**config.mk**
```make
export PLATFORM = sky130hd
export DESIGN_NAME = rsil_top
export DESIGN_NICKNAME = d
export VERILOG_FILES = /design/src/rsil_pkg.sv /design/src/rsil_top.sv
export SDC_FILE = /design/constraint.sdc
export NUM_CORES = 1
export LEC_CHECK = 0
export ABC_AREA = 1
export BUFFER_PORTS_ARGS = -buffer_cell sky130_fd_sc_hd__buf_2
export CORE_UTILIZATION = 39
export CTS_CLUSTER_DIAMETER = 80
export DETAILED_ROUTE_END_ITERATION = 8
export PLACE_DENSITY_LB_ADDON = 0.3
export SLEW_MARGIN = 20
export SYNTH_ARGS = -nofsm -noshare
export SYNTH_HDL_FRONTEND = slang
export SYNTH_SLANG_ARGS = --single-unit
```
**constraint.sdc**
```tcl
create_clock -name pclk -period 3.5 [get_ports pclk]
set_clock_uncertainty 0.05 [all_clocks]
set_input_delay 0.175 -clock pclk [delete_from_list [all_inputs] [get_ports pclk]]
set_output_delay 0.175 -clock pclk [all_outputs]
set_load 0.02 [all_outputs]
```
**src/rsil_pkg.sv**
```systemverilog
// Constants for the receive status and interrupt logic
package rsil_pkg;

  // ==========================================================================
  // Register indices (byte address is four times the index)
  localparam logic [9:0] IDX_HDLC_STATUS = 10'h094;
  localparam logic [9:0] IDX_CODE_STATUS = 10'h096;
  localparam logic [9:0] IDX_SIG_STATUS_1 = 10'h098;
  localparam logic [9:0] IDX_SIG_STATUS_2 = 10'h099;
  localparam logic [9:0] IDX_SIG_STATUS_3 = 10'h09A;
  localparam logic [9:0] IDX_SIG_STATUS_4 = 10'h09B;
  localparam logic [9:0] IDX_SPARE_1 = 10'h09C;
  localparam logic [9:0] IDX_SPARE_2 = 10'h09D;
  localparam logic [9:0] IDX_SUMMARY = 10'h09F;
  localparam logic [9:0] IDX_ALARM_MASK = 10'h0A0;
  localparam logic [9:0] IDX_E1_MASK = 10'h0A1;
  localparam logic [9:0] IDX_HDLC_MASK = 10'h0A4;
  localparam logic [9:0] IDX_CODE_MASK = 10'h0A6;
  localparam logic [9:0] IDX_SIG_ENABLE_1 = 10'h0A8;
  localparam logic [9:0] IDX_SIG_ENABLE_2 = 10'h0A9;
  localparam logic [9:0] IDX_SIG_ENABLE_3 = 10'h0AA;
  localparam logic [9:0] IDX_SIG_ENABLE_4 = 10'h0AB;
  localparam logic [9:0] IDX_SA_SELECT = 10'h0B0;
  localparam logic [9:0] IDX_SPARE_LENGTH = 10'h0B1;

  // ==========================================================================
  // HDLC status bit positions
  localparam int HB_OVERFLOW = 5;
  localparam int HB_FIRST_BYTE = 4;
  localparam int HB_PKT_FINISH = 3;
  localparam int HB_PKT_BEGIN = 2;
  localparam int HB_HIGH_FILL = 1;
  localparam int HB_NONEMPTY = 0;

  // ==========================================================================
  // Code and Sa status bit positions (T1 / E1)
  localparam int CB_REMOTE_CI = 5;
  localparam int CB_BLUE_CI = 4;
  localparam int CB_LOOP_ALIGN = 3;
  localparam int CB_LINK_FULL = 2;
  localparam int CB_CODE_LOST = 1;
  localparam int CB_CODE_FOUND = 0;
  localparam int CB_SA_SIX = 1;
  localparam int CB_SA_CHANGE = 0;

  // ==========================================================================
  // Summary bit positions
  localparam int SB_ONE = 0;
  localparam int SB_TWO = 1;
  localparam int SB_THREE = 2;
  localparam int SB_FOUR = 3;
  localparam int SB_HDLC = 4;
  localparam int SB_CODE = 6;

  // ==========================================================================
  // Reset values and timing
  localparam logic [7:0] RESET_BYTE = 8'h00;
  localparam logic [3:0] RESET_SPARE_LEN = 4'hF;
  localparam int CLK_MHZ = 200;
  localparam int MF_D4_US = 1500;
  localparam int MF_ESF_US = 3000;
  localparam int MF_E1_US = 2000;
  localparam int MF_D4_CYCLES = MF_D4_US * CLK_MHZ;
  localparam int MF_ESF_CYCLES = MF_ESF_US * CLK_MHZ;
  localparam int MF_E1_CYCLES = MF_E1_US * CLK_MHZ;

endpackage

```
**src/rsil_top.sv**
```systemverilog
// Receive status, signaling change and interrupt summary logic with APB access
//
// Behaviour
// T1 multiframe event every 1.5/3 ms.
// E1 multiframe event every 2 ms.
// Latch overflow flag when FIFO full aborts.
// Latch first-byte flag at FIFO output.
// Latch packet finish on done or fault.
// Latch packet begin; read clears it.
// Latch high fill on rising level.
// Latch nonempty on rising FIFO occupancy.
// Remote CI flag only ESF with alarm.
// Blue CI flag only with AIS present.
// Latch loop carrier alignment with data ready.
// Latch data link full flag.
// Latch code found and code lost.
// E1 Sa6 codeword flag latched.
// E1 Sa change on selected bits.
// Per-channel signaling change bits, read clears.
// Enabled changes raise event; masked interrupt.
// T1 pattern-1 write restarts integration.
// Pattern from bit 7, length masks rest.
// Summary bit per interrupting status register.
// Summary clears when nothing unmasked remains.
// Alarm mask bit 1 enables, 0 masks.
// Interrupt low while any status&mask pair.
`timescale 1ns/1ps
module rsil_top #(
  parameter int MF_D4_CYCLES = rsil_pkg::MF_D4_CYCLES,
  parameter int MF_ESF_CYCLES = rsil_pkg::MF_ESF_CYCLES,
  parameter int MF_E1_CYCLES = rsil_pkg::MF_E1_CYCLES
) (
  // Clock and reset
  input wire logic pclk,
  input wire logic presetn,
  // APB slave
  input wire logic psel,
  input wire logic penable,
  input wire logic pwrite,
  input wire logic [11:0] paddr,
  input wire logic [31:0] pwdata,
  output logic [31:0] prdata,
  output logic pready,
  output logic pslverr,
  // Framing mode
  input wire logic e1_mode,
  input wire logic esf_mode,
  input wire logic cas_enable,
  input wire logic mf_sync,
  // HDLC receiver
  input wire logic fifo_overflow,
  input wire logic first_message_byte,
  input wire logic packet_done,
  input wire logic packet_fault,
  input wire logic packet_begin,
  input wire logic high_fill_level,
  input wire logic fifo_holds_data,
  // T1 code detectors
  input wire logic remote_alarm_ci_seen,
  input wire logic remote_alarm_present,
  input wire logic blue_alarm_ci_seen,
  input wire logic blue_alarm_present,
  input wire logic loop_carrier_align_seen,
  input wire logic loop_carrier_data_ready,
  input wire logic data_link_full,
  input wire logic code_valid,
  // E1 Sa bits
  input wire logic sa_six_codeword_seen,
  input wire logic [4:0] sa_bits,
  input wire logic sa_bits_valid,
  // Signaling extractor
  input wire logic [31:0] channel_sig_change,
  // Other status registers
  input wire logic [7:0] latched_status_one,
  input wire logic [3:0] e1_status_two,
  input wire logic status_three_pending,
  input wire logic latched_status_four_pending,
  // Events and outputs
  output logic multiframe_boundary_event,
  output logic signaling_change_event,
  output logic [15:0] spare_code_pattern,
  output logic spare_code_restart,
  output logic interrupt_out_n
);

  typedef struct packed {
    logic [7:0] hdlc_st;
    logic [7:0] code_st;
    logic [31:0] sig_st;
    logic [7:0] hdlc_mask;
    logic [7:0] code_mask;
    logic [7:0] alarm_mask;
    logic [7:0] e1_mask;
    logic [31:0] sig_en;
    logic [7:0] spare1;
    logic [7:0] spare2;
    logic [3:0] spare_len;
    logic [7:0] sa_sel;
    logic [4:0] sa_prev;
    logic fill_prev;
    logic holds_prev;
    logic code_prev;
    logic [19:0] mf_cnt;
    logic mf_evt;
    logic sig_evt;
    logic restart;
    logic [15:0] pattern;
    logic [7:0] summary;
    logic irq_n;
    logic [31:0] rdata;
  } rsil_state_t;

  localparam rsil_state_t RESET_STATE = '{spare_len: rsil_pkg::RESET_SPARE_LEN,
                                          irq_n: 1'b1, default: '0};

  rsil_state_t s_q;
  rsil_state_t s_d;
  logic [9:0] idx;
  logic rd_acc;
  logic wr_acc;
  logic [19:0] period;

  // ==========================================================================
  // Address decode
  function automatic logic rsil_mapped(input logic [9:0] i);
    case (i)
      rsil_pkg::IDX_HDLC_STATUS, rsil_pkg::IDX_CODE_STATUS,
      rsil_pkg::IDX_SIG_STATUS_1, rsil_pkg::IDX_SIG_STATUS_2,
      rsil_pkg::IDX_SIG_STATUS_3, rsil_pkg::IDX_SIG_STATUS_4,
      rsil_pkg::IDX_SPARE_1, rsil_pkg::IDX_SPARE_2, rsil_pkg::IDX_SUMMARY,
      rsil_pkg::IDX_ALARM_MASK, rsil_pkg::IDX_E1_MASK, rsil_pkg::IDX_HDLC_MASK,
      rsil_pkg::IDX_CODE_MASK, rsil_pkg::IDX_SIG_ENABLE_1, rsil_pkg::IDX_SIG_ENABLE_2,
      rsil_pkg::IDX_SIG_ENABLE_3, rsil_pkg::IDX_SIG_ENABLE_4, rsil_pkg::IDX_SA_SELECT,
      rsil_pkg::IDX_SPARE_LENGTH: rsil_mapped = 1'b1;
      default: rsil_mapped = 1'b0;
    endcase
  endfunction

  assign idx = paddr[11:2];
  assign rd_acc = psel & penable & ~pwrite;
  assign wr_acc = psel & penable & pwrite & rsil_mapped(idx);
  assign pready = 1'b1;
  assign pslverr = psel & penable & ~rsil_mapped(idx);
  assign period = e1_mode ? 20'(MF_E1_CYCLES) : (esf_mode ? 20'(MF_ESF_CYCLES) : 20'(MF_D4_CYCLES));

  // ==========================================================================
  // Next state
  always_comb begin
    s_d = s_q;
    s_d.mf_evt = 1'b0;
    s_d.sig_evt = 1'b0;
    s_d.restart = 1'b0;

    // Multiframe timing, realigned by the framer's boundary unless E1 without CAS
    if ((mf_sync & (~e1_mode | cas_enable)) | (s_q.mf_cnt >= period - 20'h00001)) begin // see R1
      s_d.mf_cnt = '0;
      s_d.mf_evt = 1'b1;
    end else begin
      s_d.mf_cnt = s_q.mf_cnt + 20'h00001;
    end

    // Read clears only the bits that the read returned
    if (rd_acc) begin
      case (idx)
        rsil_pkg::IDX_HDLC_STATUS: s_d.hdlc_st = s_q.hdlc_st & ~s_q.rdata[7:0]; // see R5
        rsil_pkg::IDX_CODE_STATUS: s_d.code_st = s_q.code_st & ~s_q.rdata[7:0];
        rsil_pkg::IDX_SIG_STATUS_1: s_d.sig_st[7:0] = s_q.sig_st[7:0] & ~s_q.rdata[7:0];
        rsil_pkg::IDX_SIG_STATUS_2: s_d.sig_st[15:8] = s_q.sig_st[15:8] & ~s_q.rdata[7:0];
        rsil_pkg::IDX_SIG_STATUS_3: s_d.sig_st[23:16] = s_q.sig_st[23:16] & ~s_q.rdata[7:0];
        rsil_pkg::IDX_SIG_STATUS_4: s_d.sig_st[31:24] = s_q.sig_st[31:24] & ~s_q.rdata[7:0];
        default: s_d.rdata = s_q.rdata;
      endcase
    end

    // HDLC events; sets come after clears so they win
    s_d.fill_prev = high_fill_level;
    s_d.holds_prev = fifo_holds_data;
    if (fifo_overflow) s_d.hdlc_st[rsil_pkg::HB_OVERFLOW] = 1'b1;
    if (first_message_byte) s_d.hdlc_st[rsil_pkg::HB_FIRST_BYTE] = 1'b1;
    if (packet_done | packet_fault) s_d.hdlc_st[rsil_pkg::HB_PKT_FINISH] = 1'b1;
    if (packet_begin) s_d.hdlc_st[rsil_pkg::HB_PKT_BEGIN] = 1'b1;
    if (high_fill_level & ~s_q.fill_prev) s_d.hdlc_st[rsil_pkg::HB_HIGH_FILL] = 1'b1;
    if (fifo_holds_data & ~s_q.holds_prev) s_d.hdlc_st[rsil_pkg::HB_NONEMPTY] = 1'b1;

    // T1 code events or E1 Sa events
    s_d.code_prev = code_valid;
    if (sa_bits_valid) s_d.sa_prev = sa_bits;
    if (!e1_mode) begin
      if (remote_alarm_ci_seen & esf_mode & remote_alarm_present) begin
        s_d.code_st[rsil_pkg::CB_REMOTE_CI] = 1'b1;
      end
      if (blue_alarm_ci_seen & blue_alarm_present) begin
        s_d.code_st[rsil_pkg::CB_BLUE_CI] = 1'b1;
      end
      if (loop_carrier_align_seen & loop_carrier_data_ready) begin
        s_d.code_st[rsil_pkg::CB_LOOP_ALIGN] = 1'b1;
      end
      if (data_link_full) s_d.code_st[rsil_pkg::CB_LINK_FULL] = 1'b1;
      if (~code_valid & s_q.code_prev) s_d.code_st[rsil_pkg::CB_CODE_LOST] = 1'b1;
      if (code_valid & ~s_q.code_prev) s_d.code_st[rsil_pkg::CB_CODE_FOUND] = 1'b1;
    end else begin
      if (sa_six_codeword_seen) s_d.code_st[rsil_pkg::CB_SA_SIX] = 1'b1;
      if (sa_bits_valid & |((sa_bits ^ s_q.sa_prev) & s_q.sa_sel[4:0])) begin
        s_d.code_st[rsil_pkg::CB_SA_CHANGE] = 1'b1;
      end
    end

    // Signaling changes; the fourth group exists in E1 only
    s_d.sig_st = s_d.sig_st | (channel_sig_change & {{8{e1_mode}}, 24'hFFFFFF});
    s_d.sig_evt = |(channel_sig_change & s_q.sig_en & {{8{e1_mode}}, 24'hFFFFFF});

    // Register writes
    if (wr_acc) begin
      case (idx)
        rsil_pkg::IDX_SPARE_1: begin
          s_d.spare1 = pwdata[7:0];
          s_d.restart = ~e1_mode;
        end
        rsil_pkg::IDX_SPARE_2: s_d.spare2 = pwdata[7:0];
        rsil_pkg::IDX_ALARM_MASK: s_d.alarm_mask = pwdata[7:0];
        rsil_pkg::IDX_E1_MASK: s_d.e1_mask = {4'h0, pwdata[3:0]};
        rsil_pkg::IDX_HDLC_MASK: s_d.hdlc_mask = {2'h0, pwdata[5:0]};
        rsil_pkg::IDX_CODE_MASK: s_d.code_mask = {2'h0, pwdata[5:0]};
        rsil_pkg::IDX_SIG_ENABLE_1: s_d.sig_en[7:0] = pwdata[7:0];
        rsil_pkg::IDX_SIG_ENABLE_2: s_d.sig_en[15:8] = pwdata[7:0];
        rsil_pkg::IDX_SIG_ENABLE_3: s_d.sig_en[23:16] = pwdata[7:0];
        rsil_pkg::IDX_SIG_ENABLE_4: s_d.sig_en[31:24] = pwdata[7:0];
        rsil_pkg::IDX_SA_SELECT: s_d.sa_sel = {3'h0, pwdata[4:0]};
        rsil_pkg::IDX_SPARE_LENGTH: s_d.spare_len = pwdata[3:0];
        default: s_d.spare2 = s_q.spare2;
      endcase
    end

    // Pattern starts at bit 7 of the first register; length field holds length minus one
    s_d.pattern = {s_d.spare1, s_d.spare2} & ~(16'h7FFF >> s_d.spare_len);

    // Summary: one bit per status register with an unmasked bit set
    s_d.summary = '0;
    s_d.summary[rsil_pkg::SB_ONE] = |(latched_status_one & s_d.alarm_mask); // see R20
    s_d.summary[rsil_pkg::SB_TWO] = e1_mode & |(e1_status_two & s_d.e1_mask[3:0]);
    s_d.summary[rsil_pkg::SB_THREE] = status_three_pending;
    s_d.summary[rsil_pkg::SB_FOUR] = latched_status_four_pending;
    s_d.summary[rsil_pkg::SB_HDLC] = |(s_d.hdlc_st & s_d.hdlc_mask);
    s_d.summary[rsil_pkg::SB_CODE] = |(s_d.code_st & s_d.code_mask);
    s_d.irq_n = ~|s_d.summary;

    // Read data is captured in the setup phase and held through the access phase
    if (psel & ~penable) begin
      case (idx)
        rsil_pkg::IDX_HDLC_STATUS: s_d.rdata = {24'h0, s_d.hdlc_st};
        rsil_pkg::IDX_CODE_STATUS: s_d.rdata = {24'h0, s_d.code_st};
        rsil_pkg::IDX_SIG_STATUS_1: s_d.rdata = {24'h0, s_d.sig_st[7:0]};
        rsil_pkg::IDX_SIG_STATUS_2: s_d.rdata = {24'h0, s_d.sig_st[15:8]};
        rsil_pkg::IDX_SIG_STATUS_3: s_d.rdata = {24'h0, s_d.sig_st[23:16]};
        rsil_pkg::IDX_SIG_STATUS_4: s_d.rdata = {24'h0, s_d.sig_st[31:24]};
        rsil_pkg::IDX_SPARE_1: s_d.rdata = {24'h0, s_d.spare1};
        rsil_pkg::IDX_SPARE_2: s_d.rdata = {24'h0, s_d.spare2};
        rsil_pkg::IDX_SUMMARY: s_d.rdata = {24'h0, s_d.summary};
        rsil_pkg::IDX_ALARM_MASK: s_d.rdata = {24'h0, s_d.alarm_mask};
        rsil_pkg::IDX_E1_MASK: s_d.rdata = {24'h0, s_d.e1_mask};
        rsil_pkg::IDX_HDLC_MASK: s_d.rdata = {24'h0, s_d.hdlc_mask};
        rsil_pkg::IDX_CODE_MASK: s_d.rdata = {24'h0, s_d.code_mask};
        rsil_pkg::IDX_SIG_ENABLE_1: s_d.rdata = {24'h0, s_d.sig_en[7:0]};
        rsil_pkg::IDX_SIG_ENABLE_2: s_d.rdata = {24'h0, s_d.sig_en[15:8]};
        rsil_pkg::IDX_SIG_ENABLE_3: s_d.rdata = {24'h0, s_d.sig_en[23:16]};
        rsil_pkg::IDX_SIG_ENABLE_4: s_d.rdata = {24'h0, s_d.sig_en[31:24]};
        rsil_pkg::IDX_SA_SELECT: s_d.rdata = {24'h0, s_d.sa_sel};
        rsil_pkg::IDX_SPARE_LENGTH: s_d.rdata = {28'h0, s_d.spare_len};
        default: s_d.rdata = '0;
      endcase
    end
  end

  always_ff @(posedge pclk or negedge presetn) begin
    if (!presetn) begin
      s_q <= RESET_STATE;
    end else begin
      s_q <= s_d;
    end
  end

  assign prdata = s_q.rdata;
  assign multiframe_boundary_event = s_q.mf_evt;
  assign signaling_change_event = s_q.sig_evt;
  assign spare_code_pattern = s_q.pattern;
  assign spare_code_restart = s_q.restart;
  assign interrupt_out_n = s_q.irq_n;
endmodule // rsil_top

```
=== Word-level counts from Yosys, hierarchy flattened ===
Index checks and enable logic that the tools add are counted.

* Bits in latches: 0
* Input port bits: 121
* RAM bits: 0
* Bits in registers: 220
* Memories: 0
* ROM bits: 0

* Shift-type cells: 1
* Magnitude comparators: 1
* Div/mod/pow operators: 0
* Add/subtract/negate cells: 2
* Mux-type cells: 44
* Reductions and logical operators: 9
* Multiply operators: 0
* Eq/ne operators: 19
* Bitwise operators: 47

{| class="wikitable"
|+ Operator list
! operator !! number
|-
| $eq A10 B8 Y1 const B || 19
|-
| $pmux W8 S19 || 1
|-
| $mux W8 || 17
|-
| $and A32 B32 Y32 || 3
|-
| $mux W92 || 1
|-
| $and A8 B8 Y8 || 9
|-
| $mux W20 || 3
|-
| $mux W48 || 1
|-
| $or A32 B32 Y32 || 1
|-
| $reduce_or A32 Y1 || 1
|-
| $reduce_or A27 Y1 || 1
|-
| $reduce_or A8 Y1 || 3
|-
| $add A20 B1 Y20 const B || 1
|-
| $ge A20 B20 Y1 || 1
|-
| $sub A20 B1 Y20 const B || 1
|-
| $reduce_or A19 Y1 || 1
|-
| $mux W1 || 18
|-
| $and A1 B1 Y1 || 17
|-
| $and A16 B16 Y16 || 1
|-
| $not A16 Y16 || 1
|-
| $shr A15 B4 Y16 const A || 1
|-
| $mux W4 || 2
|-
| $not A1 Y1 || 8
|-
| $not A8 Y8 || 1
|-
| other kinds (8) || 10
|}

=== Logic depth before layout (Yosys ltp) ===
* Depth in word-level cells: 10
* Mapped depth: 22
* Mapped depth without buffers: 21

=== Worst setup path after synthesis ===
No wires, ideal clock.

* Kind: input to register
* Start: in e1_mode
* End: reg s_q[69] (netlist bit)
* Required time: 3316 ps
* Path buffers: 3
* Data arrival time: 2208 ps
* Slack: 1108 ps
* Stages: 16
* Library setup time: 134 ps
* Cell sequence: clkbuf_1 buf_1 nor2_1 ha_1 inv_1 o21bai_1 a21oi_1 nor2_1 o21ai_0 nand2_1 nand2_1 nand2_1 a21boi_0 o21ai_0 clkbuf_1 nor3b_1

{| class="wikitable"
|+ RTL lines
! item !! line !! source
|-
| start, declared || rsil_top.sv:46 || <nowiki>input wire logic e1_mode,</nowiki>
|-
| end signal, assigned || rsil_top.sv:276 || <nowiki>s_q <= RESET_STATE;</nowiki>
|-
| end signal, assigned || rsil_top.sv:278 || <nowiki>s_q <= s_d;</nowiki>
|-
| end, declared || rsil_top.sv:116 || <nowiki>rsil_state_t s_q;</nowiki>
|}

==> results.cfg <==
[timing]
max_freq_mhz = 370
hold_ws_ns = 0.00894
drv_slew = 0
finalCritPeriodShare = 0.773
finalCriticalPeriod_ns = 2.70
grt_setup_unrepaired = no
finalSetupTns_ns = 0
hold_viol_final = 0
slew_headroom = 0.551
worstMarginPinSlew_ns = 0.674
setup_viol = 0

[cells_and_area]
fillers = 2836
areaGrowthSynthToFinish_pct = 17.0
layout.nets = 1861
num_antenna_cells = 0
fin_area_um2 = 13100
drive_gt1_frac = 0.132

[grt]
grt_overflow = 0
grt_pass1_vias = 9903
grtUsageTotal = 0.260
grt_max_degree = 84
antenna_found_initial = 0
grt_pass1_wl_um = 56500

[drt]
via_count = 10700
drt_wl_total_um = 37000
final_antenna_net_count = 0
firstDrtPassIters = 5
drt-wirelength-per-cell_um = 17.5
drc = 0
vias_per_cell = 5.05
drt_iter0_drc = 1087

[pwr]
p_leak_nw = 6.72
total_power_mw = 4.64
peakVddDrop_mv = 0.265
power_density_nw_per_um2 = 355

[worst_setup_path]
worst_setup_path_end_kind = register
worst-r2r-setup-slack_ns = 0.80
r2r_cells = 11
reg2reg_from = s_q[60]
r2r_end = s_q[78]
required_ns = 3.81
path_class = register to register
path_max_fanout = 4
worstPathArrival_ns = 3.02
crit_path_start_kind = register

[run_status]
status = finished, final reports clean

[synth]
syn_avg_cell_area_um2 = 7.12
ys_seq_area_frac = 0.437
synth.distinct_cells = 51
ys_ff_latch = 195
async_flop_share = 1.00
ys.flop_type = dfrtp_1
synth_edf_count = 0
syn_inst = 1571
ys.warnings.count = 0
syn-cell-area_um2 = 11200

[clock_tree]
cts_resized = 0
htreeDepth = 4
cts.root.buffer_cell = clkbuf_16
cts_sinks = 195
cts_buffer_depth = 2
post_cts_buffers = 0
path_clk_slew_ns = 0.08
worstSkewPairLatency_ns = 0.44
cts_hold_buf = 42
cts_buffers = 17
cts_tree = built

[floorplanning]
dieArea_um2 = 29400
rows = 61
start_util = 0.399
core_um2 = 28000
die-height_um = 171
ios = 175
dieWidth_um = 171

[worst_hold_path]
min_to = s_q[210]
hold_path.class = input port to register
worstHoldPathCells = 3
min_from = channel_sig_change[30]

[flow_run]
drv_cap = 0

[placed_design]
portBuffers = 123
place_congestion = 0.941
dp_hpwl_um = 28000
place_area_um2 = 12100
==> stage by stage <==
step | cells | worst slack (ns) | utilization
2_1_floorplan | 1594 | 1.11 | -
3_3_place_gp | 2043 | 0.460 | 0.431
3_5_place_dp | 2043 | 0.430 | 0.431
4_1_cts | 2117 | 0.790 | 0.467
5_1_grt | 2117 | 0.354 | 0.467
6_report | 2117 | 0.796 | 0.467
==> cells in the mapped netlist, types with 4 or more instances <==
| library cell | count | area share |
|---|---|---|
| inv_1 | 174 | 0.058 |
| nand2_1 | 574 | 0.19 |
| clkbuf_1 | 15 | 0.0050 |
| buf_2 | 9 | 0.0040 |
| buf_4 | 52 | 0.035 |
| buf_6 | 4 | 0.0040 |
| inv_2 | 7 | 0.0023 |
| nor2_1 | 107 | 0.036 |
| o21ai_1 | 13 | 0.0058 |
| o22ai_1 | 4 | 0.0022 |
| nand4_1 | 15 | 0.0084 |
| dfstp_2 | 5 | 0.012 |
| nor3_1 | 16 | 0.0072 |
| nor2_2 | 14 | 0.0078 |
| o21ai_0 | 120 | 0.054 |
| a21oi_1 | 22 | 0.0098 |
| o21a_1 | 8 | 0.0054 |
| nor3b_1 | 4 | 0.0027 |
| and2_1 | 11 | 0.0062 |
| nand3_1 | 139 | 0.062 |
| dfrtp_1 | 190 | 0.43 |
| ha_1 | 14 | 0.016 |
| nor2_4 | 5 | 0.0050 |
==> power breakdown <==
part,total [mW],internal (mW),switching (mW)
logic,0.368,0.122,0.246
registers,2.28,2.27,0.0135
clock network,1.99,1.03,0.962
total,4.64,3.42,1.22
==> how the worst max path moves through the flow <==
| stage | start | end | slack [ns] | cells after the start |
|---|---|---|---|---|
| finish | s_q[60] | s_q[78] | 0.80 | 11 |
| global route | s_q[60] | s_q[78] | 0.35 | 11 |
| CTS | s_q[60] | s_q[78] | 0.79 | 11 |
| detailed placement | paddr[9] | prdata[7] | 0.43 | 20 |
| global placement | paddr[9] | prdata[7] | 0.46 | 20 |
| floorplan | e1_mode | s_q[69] | 1.11 | 16 |
==> layout make-up <==
type / count / area [um^2] / area share
sequential: 195 / 4890 / 0.373
inverter: 183 / 687 / 0.0525
clock buffer: 19 / 443 / 0.0338
tap: 378 / 473 / 0.0361
clock inverter: 13 / 144 / 0.0110
timing repair buffer: 195 / 1290 / 0.0990
multi-input combinational: 1134 / 5160 / 0.394
==> critical path: stages (launching register included) <==
cell and delay [ns]:
dfrtp_1 0.39, ha_1 0.20, nand4_1 0.20, nor3_1 0.40
nand4_1 0.21, nor2_1 0.21, nand2_1 0.08, nor2_1 0.15
nand2_1 0.09, nor3b_1 0.35, a21oi_1 0.11, nor3_1 0.17
==> flip-flops by register name (all words and copies together), names as in the netlist <==
register,cells
s_q,167
spare_code_pattern,16
multiframe_boundary_event,1
signaling_change_event,1
spare_code_restart,1
prdata,8
interrupt_out_n,1
==> routing by layer <==
metal  up-vias  GRT usage  share of wire
li1       5232          -              -
met5         -          0              0
met4         0     0.0741          0.023
met1      5042      0.372           0.47
met3        46     0.0529          0.071
met2       362      0.394           0.43
==> cell families (layout without fill, tap and decap cells) <==
kind of cell               Yosys count  after routing  share of synthesized area
adders and majority gates           14             14                     0.0157
AOI/OAI and AO/OA                  189            189                     0.0925
and+or+nand+nor                    899            899                      0.338
other                                2             25                   0.000671
buffers and inverters              265            410                      0.110
muxes                                2              2                    0.00201
DFF                                195            195                      0.437
xor gates and xnor gates             5              5                    0.00392
==> cells in the final DEF (no fill, tap or decap), types with 7 or more instances in the layout <==
cell type / n
inv_2: 7
nand2_1: 574
nand4_1: 15
nor3_1: 16
clkbuf_16: 17
nor2_1: 106
inv_1: 174
nand3_1: 139
dlygate4sd3_1: 42
buf_4: 28
and2_1: 11
o21ai_0: 119
ha_1: 14
a21oi_1: 22
nor2_2: 15
buf_2: 122
o21ai_1: 14
conb_1: 25
o21a_1: 8
dfrtp_1: 190
Power figures use the tool's default switching activity.
